**src/core/ec_ctrl_cfg.svh**
```systemverilog
`ifndef EC_CTRL_CFG_SVH
`define EC_CTRL_CFG_SVH

// Register byte offsets
`define OFS_CTRL        8'h00
`define OFS_DTT         8'h04
`define OFS_SUPT        8'h08
`define OFS_NSCALE      8'h0c
`define OFS_RINC        8'h10
`define OFS_STATUS      8'h14

// Control register field positions
`define B_BYPASS        0
`define B_ADAPT_DIS     1
`define B_PATH_EN       2
`define B_PATH_CLR      3
`define B_SUPP_DIS      4
`define B_CN_DIS        5
`define B_RAMP_SEL      6
`define B_GUARD1        7
`define B_GUARD2        8
`define B_PHASE_DIS     9
`define B_AUTO_TONE     10
`define B_INSTAB_EN     11
`define B_NB_DIS        12
`define B_SLOW_LO       13
`define B_SLOW_HI       16

// Reset values
`define CTRL_RST        32'h0000_8180
`define DTT_RST         16'h4800
`define SUPT_RST        16'h1000
`define NSCALE_RST      16'h4000
`define RINC_RST        16'h0004

// Fractional scaling: thresholds hold value times 32768
`define FRAC_SHIFT      15

// Timing
`define CLK_HZ          10000000
`define TONE_PLAIN_MS   400
`define TONE_PHASE_MS   1000
`define TONE_REL_MS     400
`define MS_CYC(ms)      ((ms) * (`CLK_HZ / 1000))
`define CNT_W           24

`endif

```
**src/core/ec_ctrl_pkg.sv**
```systemverilog
`default_nettype none
package ec_ctrl_pkg;

    // Per-sample measurements from the filter datapath
    typedef struct packed {
        logic        tick;        // One pulse per 8 kHz sample
        logic [15:0] lsin;        // Send-input level, linear
        logic [15:0] lrin;        // Receive-input level, linear
        logic [15:0] resid;       // Residual error level, linear
        logic [15:0] noise;       // Background noise level measured
        logic        uncertain;   // Weak double-talk or echo undecided
        logic        echo_left;   // Uncancelled echo seen
        logic        path_chg;    // Major echo path change seen
        logic        narrowband;  // Single or dual tone on receive input
        logic        ringing;     // Oscillation seen
    } meas_t;

    // Per-direction disable tone measurements
    typedef struct packed {
        logic tone;               // 2100 Hz present
        logic rev;                // Phase reversal pulse
        logic quiet;              // Below release levels in both bands
    } tone_in_t;

    // Control toward the filter datapath
    typedef struct packed {
        logic        adapt_en;
        logic [3:0]  adapt_shift;
        logic        fast_reconv;
        logic        coef_clear;
        logic        pass_through;
        logic        extra_atten;
        logic        noise_inject;
        logic [15:0] noise_amp;
        logic        ring_suppress;
    } dp_ctrl_t;

    typedef enum logic [1:0] {
        TD_IDLE = 2'b00,
        TD_HELD = 2'b01
    } td_state_t;

endpackage
`default_nettype wire

```
**src/core/echo_canceller_adapt_control.sv**
```systemverilog
`timescale 1ns/1ps
`default_nettype none
`include "ec_ctrl_cfg.svh"

////////////////////////////////////////////////////////////////////////////////
// Summary of operation
// - Halt adaptation while double-talk exceeds threshold
// - Uncertain talk slows adaptation; zero halts
// - Double-talk threshold 16 bits, default 0x4800
// - Path detector enabled triggers fast reconvergence
// - Path clear zeroes coefficients on change
// - Residual below threshold gets extra attenuation
// - Suppression threshold 16-bit fraction times 32768
// - Inject comfort noise while attenuating
// - Disable bit turns residual suppression off
// - Noise disable; injection only when suppressor on
// - Ramp select and increment set ramp speed
// - Noise scale register scales noise amplitude
// - Two guard bits protect noise estimate
// - Phase mode: one second plus reversal
// - Plain mode: tone for 400 ms
// - Two detectors; status high, interrupt low
// - Status held until quiet 400 ms; interrupt
// - Phase-disable bit selects plain criteria
// - Auto bit moves channel to bypass
// - Instability enable bit suppresses ringing
// - Narrowband tones halt adaptation; disable bit
// - Bypass passes through, zeroes coefficients
module echo_canceller_adapt_control #(
    parameter logic [`CNT_W-1:0] TONE_PLAIN_CYC = `CNT_W'(`MS_CYC(`TONE_PLAIN_MS)),
    parameter logic [`CNT_W-1:0] TONE_PHASE_CYC = `CNT_W'(`MS_CYC(`TONE_PHASE_MS)),
    parameter logic [`CNT_W-1:0] TONE_REL_CYC   = `CNT_W'(`MS_CYC(`TONE_REL_MS))
) (
    input  wire logic                 sys_clk,
    input  wire logic                 nrst,
    input  wire logic                 psel,
    input  wire logic                 penable,
    input  wire logic                 pwrite,
    input  wire logic [7:0]           paddr,
    input  wire logic [31:0]          pwdata,
    output logic      [31:0]          prdata,
    output logic                      pready,
    output logic                      pslverr,
    input  wire ec_ctrl_pkg::meas_t   meas,
    input  wire ec_ctrl_pkg::tone_in_t tone_rx,
    input  wire ec_ctrl_pkg::tone_in_t tone_tx,
    output ec_ctrl_pkg::dp_ctrl_t     dp_ctrl,
    output logic                      tone_irq_n
);

    ////////////////////////////////////////////////////////////////////////////
    // Registers and internal state
    // Map, one aligned word each:
    //   control     mode bits and slow field
    //   dtt         double-talk fraction
    //   supt        suppression fraction
    //   nscale      comfort noise gain
    //   rinc        ramp step or shift
    //   status      read only; read clears pending
    logic [31:0]              ctrl_r;
    logic [15:0]              dtt_r;
    logic [15:0]              supt_r;
    logic [15:0]              nscale_r;
    logic [15:0]              rinc_r;
    logic [31:0]              prdata_r;
    logic                     pready_r;
    logic                     pslverr_r;
    logic                     irq_pend_r;
    logic [15:0]              bg_r;
    ec_ctrl_pkg::dp_ctrl_t    dp_r;
    ec_ctrl_pkg::td_state_t   td_state_r;
    logic [`CNT_W-1:0]        rel_cnt_r;
    logic [1:0]               trig;
    logic                     auto_byp_r;
    logic                     wr_done;
    logic                     rd_status_done;
    logic                     mapped;
    logic [31:0]              rd_mux;

    // Control fields
    // Bits above the slow field are stored as zero
    logic       byp_host;
    logic       adapt_dis;
    logic [3:0] slow;

    assign byp_host  = ctrl_r[`B_BYPASS];
    assign adapt_dis = ctrl_r[`B_ADAPT_DIS];
    assign slow      = ctrl_r[`B_SLOW_HI:`B_SLOW_LO];

    ////////////////////////////////////////////////////////////////////////////
    // APB slave: one wait state, then pready for a single cycle
    // The fixed wait keeps read data registered, so
    // the read mux never sits on the prdata path.
    assign wr_done = psel && penable && pready_r && pwrite;
    assign rd_status_done = psel && penable && pready_r && !pwrite
                            && (paddr == `OFS_STATUS);

    // Address decode and read mux
    // Unmapped offsets read zero and raise pslverr
    always_comb begin
        mapped = 1'b1;
        rd_mux = 32'h0000_0000;
        unique case (paddr)
            `OFS_CTRL:   rd_mux = ctrl_r;
            `OFS_DTT:    rd_mux = {16'h0000, dtt_r};
            `OFS_SUPT:   rd_mux = {16'h0000, supt_r};
            `OFS_NSCALE: rd_mux = {16'h0000, nscale_r};
            `OFS_RINC:   rd_mux = {16'h0000, rinc_r};
            `OFS_STATUS: rd_mux = {29'h0000_0000, auto_byp_r, irq_pend_r,
                                   td_state_r == ec_ctrl_pkg::TD_HELD};
            default:     mapped = 1'b0;
        endcase
    end

    // Handshake and captured read data
    // pready drops after one cycle; a request still
    // held is answered again every second cycle
    always_ff @(posedge sys_clk or negedge nrst) begin
        if (!nrst) begin
            pready_r  <= 1'b0;
            pslverr_r <= 1'b0;
            prdata_r  <= 32'h0000_0000;
        end else if (psel && penable && !pready_r) begin
            pready_r  <= 1'b1;
            pslverr_r <= !mapped;
            prdata_r  <= pwrite ? 32'h0000_0000 : rd_mux;
        end else begin
            pready_r  <= 1'b0;
            pslverr_r <= 1'b0;
        end
    end

    // Software-written registers, updated at the completing edge
    // Unmapped and status writes are dropped
    always_ff @(posedge sys_clk or negedge nrst) begin
        if (!nrst) begin
            ctrl_r   <= `CTRL_RST;
            dtt_r    <= `DTT_RST;
            supt_r   <= `SUPT_RST;
            nscale_r <= `NSCALE_RST;
            rinc_r   <= `RINC_RST;
        end else if (wr_done) begin
            unique case (paddr)
                `OFS_CTRL:   ctrl_r   <= {15'h0000, pwdata[`B_SLOW_HI:0]};
                `OFS_DTT:    dtt_r    <= pwdata[15:0];
                `OFS_SUPT:   supt_r   <= pwdata[15:0];
                `OFS_NSCALE: nscale_r <= pwdata[15:0];
                `OFS_RINC:   rinc_r   <= pwdata[15:0];
                default:     ;
            endcase
        end
    end

    ////////////////////////////////////////////////////////////////////////////
    // Level comparisons in linear form: a > b * thr / 32768
    // The dB relation becomes a product of levels;
    // the shift matches the fraction scale, and
    // the 32-bit products cannot overflow.
    logic [31:0] lsin_sc;
    logic [31:0] dt_lim;
    logic [31:0] res_sc;
    logic [31:0] sup_lim;
    logic        dbl_talk;
    logic        below_sup;

    assign lsin_sc = {1'b0, meas.lsin, 15'h0000};
    assign dt_lim  = meas.lrin * dtt_r;
    assign res_sc  = {1'b0, meas.resid, 15'h0000};
    assign sup_lim = meas.lrin * supt_r;
    assign dbl_talk  = lsin_sc > dt_lim;
    assign below_sup = res_sc < sup_lim;

    ////////////////////////////////////////////////////////////////////////////
    // Disable tone detectors, one per direction
    // Receive and send share one status bit
    ec_ctrl_pkg::tone_in_t td_in [2];
    assign td_in[0] = tone_rx;
    assign td_in[1] = tone_tx;

    for (genvar g = 0; g < 2; g++) begin : g_tone
        logic [`CNT_W-1:0] cnt_r;
        logic              rev_r;
        logic              met;

        assign met = ctrl_r[`B_PHASE_DIS] ? (cnt_r >= TONE_PLAIN_CYC)
                                          : (cnt_r >= TONE_PHASE_CYC) && rev_r;
        assign trig[g] = met && td_in[g].tone;

        // Tone duration and reversal tracking
        // The count saturates, so a long tone keeps met;
        // a gap restarts both count and reversal.
        always_ff @(posedge sys_clk or negedge nrst) begin
            if (!nrst) begin
                cnt_r <= `CNT_W'h0;
                rev_r <= 1'b0;
            end else if (!td_in[g].tone) begin
                cnt_r <= `CNT_W'h0;
                rev_r <= 1'b0;
            end else begin
                if (cnt_r != {`CNT_W{1'b1}}) begin
                    cnt_r <= cnt_r + `CNT_W'h1;
                end
                if (td_in[g].rev) begin
                    rev_r <= 1'b1;
                end
            end
        end
    end

    // Tone status: hold until both inputs quiet long enough
    // Noise on either input restarts the release count;
    // no fresh tone is needed to keep the status.
    always_ff @(posedge sys_clk or negedge nrst) begin
        if (!nrst) begin
            td_state_r <= ec_ctrl_pkg::TD_IDLE;
            rel_cnt_r  <= `CNT_W'h0;
        end else begin
            unique case (td_state_r)
                ec_ctrl_pkg::TD_IDLE: begin
                    rel_cnt_r <= `CNT_W'h0;
                    if (|trig) begin
                        td_state_r <= ec_ctrl_pkg::TD_HELD;
                    end
                end
                ec_ctrl_pkg::TD_HELD: begin
                    // quiet on both inputs for the release time
                    if (!(tone_rx.quiet && tone_tx.quiet)) begin
                        rel_cnt_r <= `CNT_W'h0;
                    end else if (rel_cnt_r >= TONE_REL_CYC - `CNT_W'h1) begin
                        rel_cnt_r  <= `CNT_W'h0;
                        td_state_r <= ec_ctrl_pkg::TD_IDLE;
                    end else begin
                        rel_cnt_r <= rel_cnt_r + `CNT_W'h1;
                    end
                end
                default: td_state_r <= ec_ctrl_pkg::TD_IDLE;
            endcase
        end
    end

    // Interrupt on detect and release; status read clears, set wins
    // An event at the completing edge of a status read keeps the flag;
    // one at its wait edge is cleared without showing in the read data.
    logic td_edge;
    assign td_edge = (td_state_r == ec_ctrl_pkg::TD_IDLE && |trig)
                  || (td_state_r == ec_ctrl_pkg::TD_HELD && rel_cnt_r >= TONE_REL_CYC - `CNT_W'h1
                      && tone_rx.quiet && tone_tx.quiet);

    always_ff @(posedge sys_clk or negedge nrst) begin
        if (!nrst) begin
            irq_pend_r <= 1'b0;
            tone_irq_n <= 1'b1;
        end else begin
            if (td_edge) begin
                irq_pend_r <= 1'b1;
                tone_irq_n <= 1'b0;
            end else if (rd_status_done) begin
                irq_pend_r <= 1'b0;
                tone_irq_n <= 1'b1;
            end
        end
    end

    // Automatic bypass while the tone status is held
    // Only a channel in enable adaptation moves;
    // host bypass and adaptation disable stay put.
    // Release returns the channel to adaptation.
    always_ff @(posedge sys_clk or negedge nrst) begin
        if (!nrst) begin
            auto_byp_r <= 1'b0;
        end else if (td_state_r != ec_ctrl_pkg::TD_HELD) begin
            auto_byp_r <= 1'b0;
        end else if (ctrl_r[`B_AUTO_TONE] && !byp_host && !adapt_dis) begin
            auto_byp_r <= 1'b1;
        end
    end

    ////////////////////////////////////////////////////////////////////////////
    // Background noise estimate with ramping
    // Moves once per sample toward the measured
    // noise; the step never passes the target,
    // so the estimate cannot oscillate.
    logic noise_ok;
    logic [15:0] bg_diff;
    logic [15:0] bg_step;

    // guards keep talk and echo out of the estimate
    assign noise_ok = !(ctrl_r[`B_GUARD1] && dbl_talk)
                   && !(ctrl_r[`B_GUARD2] && meas.echo_left);
    assign bg_diff = (meas.noise > bg_r) ? meas.noise - bg_r : bg_r - meas.noise;
    assign bg_step = ctrl_r[`B_RAMP_SEL] ? (bg_diff >> rinc_r[3:0])
                   : ((bg_diff < rinc_r) ? bg_diff : rinc_r);

    always_ff @(posedge sys_clk or negedge nrst) begin
        if (!nrst) begin
            bg_r <= 16'h0000;
        end else if (meas.tick && noise_ok) begin
            bg_r <= (meas.noise > bg_r) ? bg_r + bg_step : bg_r - bg_step;
        end
    end

    // Noise amplitude: estimate times scale fraction
    logic [31:0] amp_full;
    assign amp_full = bg_r * nscale_r;

    ////////////////////////////////////////////////////////////////////////////
    // Datapath control, registered
    // Halt freezes the coefficients; cancellation
    // keeps running with the last values.
    logic bypass_now;
    logic halt;

    assign bypass_now = byp_host || auto_byp_r;
    // any halting condition wins over slow rate
    assign halt = bypass_now || adapt_dis || dbl_talk
               || (meas.narrowband && !ctrl_r[`B_NB_DIS])
               || (meas.uncertain && slow == 4'h0);

    // One flop stage: controls follow causes a clock later
    always_ff @(posedge sys_clk or negedge nrst) begin
        if (!nrst) begin
            dp_r <= '0;
        end else begin
            dp_r.adapt_en    <= !halt;
            // rate divided by two to the slow field
            dp_r.adapt_shift <= (meas.uncertain && !halt) ? slow : 4'h0;
            // fast reconvergence on a path change
            dp_r.fast_reconv <= ctrl_r[`B_PATH_EN] && meas.path_chg;
            // clear on path change; clear in bypass
            dp_r.coef_clear  <= bypass_now
                             || (ctrl_r[`B_PATH_EN] && ctrl_r[`B_PATH_CLR] && meas.path_chg);
            dp_r.pass_through <= bypass_now;
            dp_r.extra_atten <= !ctrl_r[`B_SUPP_DIS] && below_sup && !bypass_now;
            dp_r.noise_inject <= !ctrl_r[`B_SUPP_DIS] && below_sup && !bypass_now
                              && !ctrl_r[`B_CN_DIS];
            // amplitude scaled by the noise scale
            dp_r.noise_amp <= amp_full[`FRAC_SHIFT +: 16];
            dp_r.ring_suppress <= ctrl_r[`B_INSTAB_EN] && meas.ringing;
        end
    end

    ////////////////////////////////////////////////////////////////////////////
    // Outputs
    // Every output is a flip-flop, no logic after it
    assign dp_ctrl = dp_r;
    assign prdata  = prdata_r;
    assign pready  = pready_r;
    assign pslverr = pslverr_r;

endmodule
`default_nettype wire

```
**config.mk**
```make
export PLATFORM = sky130hd
export DESIGN_NAME = echo_canceller_adapt_control
export DESIGN_NICKNAME = d
export VERILOG_FILES = /design/src/core/ec_ctrl_pkg.sv /design/src/core/echo_canceller_adapt_control.sv
export VERILOG_INCLUDE_DIRS = /design/src /design/src/core
export SDC_FILE = /design/constraint.sdc
export NUM_CORES = 2
export LEC_CHECK = 0
export BUFFER_PORTS_ARGS = -buffer_cell sky130_fd_sc_hd__buf_2
export CORE_MARGIN = 2
export CORE_UTILIZATION = 30
export DETAILED_ROUTE_END_ITERATION = 10
export PLACE_DENSITY = 0.52
export REMOVE_ABC_BUFFERS = 1
export SLEW_MARGIN = 40
export SYNTH_ARGS = -nofsm -noshare
export SYNTH_HDL_FRONTEND = slang
export SYNTH_SLANG_ARGS = --single-unit
```
**constraint.sdc**
```tcl
create_clock -name sys_clk -period 12.5 [get_ports sys_clk]
set_clock_uncertainty 0.2 [all_clocks]
set_input_delay 2.5 -clock sys_clk [delete_from_list [all_inputs] [get_ports sys_clk]]
set_output_delay 2.5 -clock sys_clk [all_outputs]
set_load 0.02 [all_outputs]
```
==> results.txt <==
Reg-to-Reg End: bg_r[15]
clock tree buffer depth: 3
row cnt: 132
I/O pin cnt: 183
# H-tree levels: 1
Multi-input gate area: 30,000 um2
HPWL after detailed placement: 90,100 um
cell type with the largest total area after synthesis: fa_1
final global-route overflow total: 0
Horiz. Die Dim: 366 um
ys async rst share: 1.00
total power: 4.98 mW
Slew HR: 0.421
Die ar.: 134,000 um2
# Max-Cap Violations: 0
final instance area: 42,900 um2
CTS sink cnt: 221
FF-to-FF path depth: 37
Post-Synthesis Cells: 4,418
WL final: 114,000 um
top_reg_cell synth: dfrtp_1
Final ANT Viol Nets: 0
Yosys reg bits: 221
status: finished clean
crit path to: bg_r[15]
RSZ-0062 raised after global routing: false
Fill cells: 13.6k
Worst Hold Class: flop to flop
Port Buffers: 152
largest family of logic cells by synthesized area: adder cells
first-pass GRT wire length: 182,000 um
TNS Setup: 0 ns
Crit. path cell count: 38
Max Clock Freq: 85.2 MHz
Pins Over Slew Limit: 0
R2R setup slack: 2.08 ns
worst-path maximum fanout: 17
Crit Path Class: input pin to flop
synth unique cells: 91
Tcrit/Tclk final: 0.939
Gate power share: 0.677
postcts setup bufs: 0
Final Hold Fails: 0
Int Pwr: 2.53 mW
Post-synth EDFFs: 0
Area contributors post-synth: fa_1, dfrtp_1, ha_1
via count: 30.2k
final layout net count: 5,574
Worst VDD drop: 0.177 mV
clock share of power: 0.157
pin count of the biggest net entering global routing: 100
switching power: 2.45 mW
Adder-Cell Fraction of Synth Area: 0.426
Flop pwr share: 0.165
Die Span Y: 366 um
hold_ws: 0.285 ns
crit path buf inv count: 6
initial antenna violation count: 22
CP startpoint: meas[41]
Initial Utilization: 0.303
area growth from synthesis to layout: 9.13%
total track usage: 0.172
compound-gate portion of the synthesized area: 0.0887
drt pass-1 iters: 5
clock insertion delay at the later pin of the skew report: 0.60 ns
Final Setup Violations: 0
hold path start: rel_cnt_r[0]
power per cell area: 116 nW/um2
M2 GR Usage: 0.283
sequential share of the synthesized area: 0.141
fin util: 0.331
sw frac: 0.492
Top Family by Delay on Critical Path: adder cells
Cell Area, Placed: 41,900 um2
mux share of post-synthesis cell area: 0.0350
worst reg2reg startpoint: dtt_r[4]
wire per inst: 18.3 um
Top Usage Layer GRT: met2
Lkg Pwr: 21.6 nW
# resized after CTS: 0
post-route minimum period: 11.74 ns
register area: 5550 um2
CTS tree: built
met3 GRT Util: 0.0222
gpl congestion: 0.902
CP endpoint kind: flop
share of cells above drive strength 1: 0.0907
Arrival @ worst endpoint: 12.07 ns
simple-gate share of the synthesized area: 0.174
vias in the first global route: 31.4k
WP data required: 12.83 ns
1st-iter DRT viols: 1,666
CP Launch Type: input pin
met1 usage: 0.232
core area: 130,000 um2
critical path's largest stage delay: 0.55 ns
xor-xnor portion of the synthesized cell area: 0.0370
Clock transition at path regs: 0.07 ns
root buf cell: clkbuf_16
cell mode on critical path: fa_1
residual DRC count: 0
Synth Warn #: 0
Synth top area share: 0.297
Slowest-stage cell, CP: fa_1
Worst Max-Slew Pin Slew: 0.869 ns
vias per inst: 4.84
CTS Buf Count: 26
Post-CTS Hold Buffers: 0
Syn Area/Cell: 8.89 um2
area of the mapped netlist: 39,300 um2
power groups by stage:
stage          registers (mW)  clock network (mW)  logic (mW)
2_1_floorplan           0.869                   0        2.30
3_3_place_gp            0.836                   0        3.33
3_5_place_dp            0.836                   0        3.33
4_1_cts                 0.824               0.816        3.36
5_1_grt                 0.830               0.839        3.76
6_report                0.824               0.785        3.37
synthesized netlist by cell type (all sizes together), types with 24 or more instances:
cell / count
inv: 780
nand2: 600
fa: 583
ha: 404
and2: 342
dfrtp: 212
clkbuf: 187
nor2: 180
o21ai: 124
a21oi: 103
mux2: 93
xnor2: 84
xor2: 81
nand3: 56
a21o: 45
nor3: 45
buf: 32
and3: 31
mux2i: 30
or3: 27
nand4: 24
nor2b: 24
flip-flops by register name (all words and copies together) (netlist names), 2 cells and up:
name	count
bg_r	16
g_tone.rev_r	2
rel_cnt_r	24
dp_ctrl	27
supt_r	16
nscale_r	16
prdata	17
rinc_r	16
g_tone.cnt_r	48
ctrl_r	17
dtt_r	16
final cells by class:
cell class,instances,share of cell area
multi-input cells,3212,0.699
flip-flops and latches,221,0.130
inverters,782,0.0685
well taps,1742,0.0509
repair buffers,223,0.0316
clock buffers,39,0.0175
clock inverters,9,0.00254
diodes,5,0.000292
metal layers:
metal / up-vias / share of wire
met2: 689 / 0.46
met4: 20 / 0.033
met5: - / 0.00098
li1: 14062 / -
met3: 178 / 0.057
met1: 15241 / 0.45
metrics by stage:
stage,cells,worst slack [ns]
after floorplan,4215,0.989
after global placement,6177,0.154
after detailed placement,6179,0.211
after CTS,6227,0.792
after global routing,6231,0.200
final,6233,0.757
layout by cell type, fill, tap and decap left out, types with 81 or more instances in the layout:
master | Yosys | layout
a21oi_1 | 102 | 102
and2_1 | 341 | 341
buf_2 | 4 | 151
dfrtp_1 | 212 | 203
fa_1 | 583 | 583
ha_1 | 404 | 404
inv_1 | 779 | 779
mux2_2 | 92 | 92
nand2_1 | 598 | 597
nor2_1 | 179 | 178
o21ai_0 | 122 | 122
xnor2_1 | 83 | 83
xor2_1 | 81 | 81
how the worst min path moves through the flow:
stage	endpoint	slack, ns	depth (start not counted)
after floorplan	dp_ctrl[17]	0.23	1
after global placement	prdata[12]	0.26	2
after detailed placement	prdata[14]	0.27	2
after CTS	rel_cnt_r[0]	0.29	1
after global routing	rel_cnt_r[0]	0.31	1
final	rel_cnt_r[0]	0.29	1
logic make-up after synthesis:
group	count (synthesis)
other	1
muxes	124
AOI/OAI and AO/OA	514
xor gates and xnor gates	165
adders and majority gates	987
and+or+nand+nor	1405
DFF	221
buffers and inverters	1001
Power figures use the tool's default switching activity.
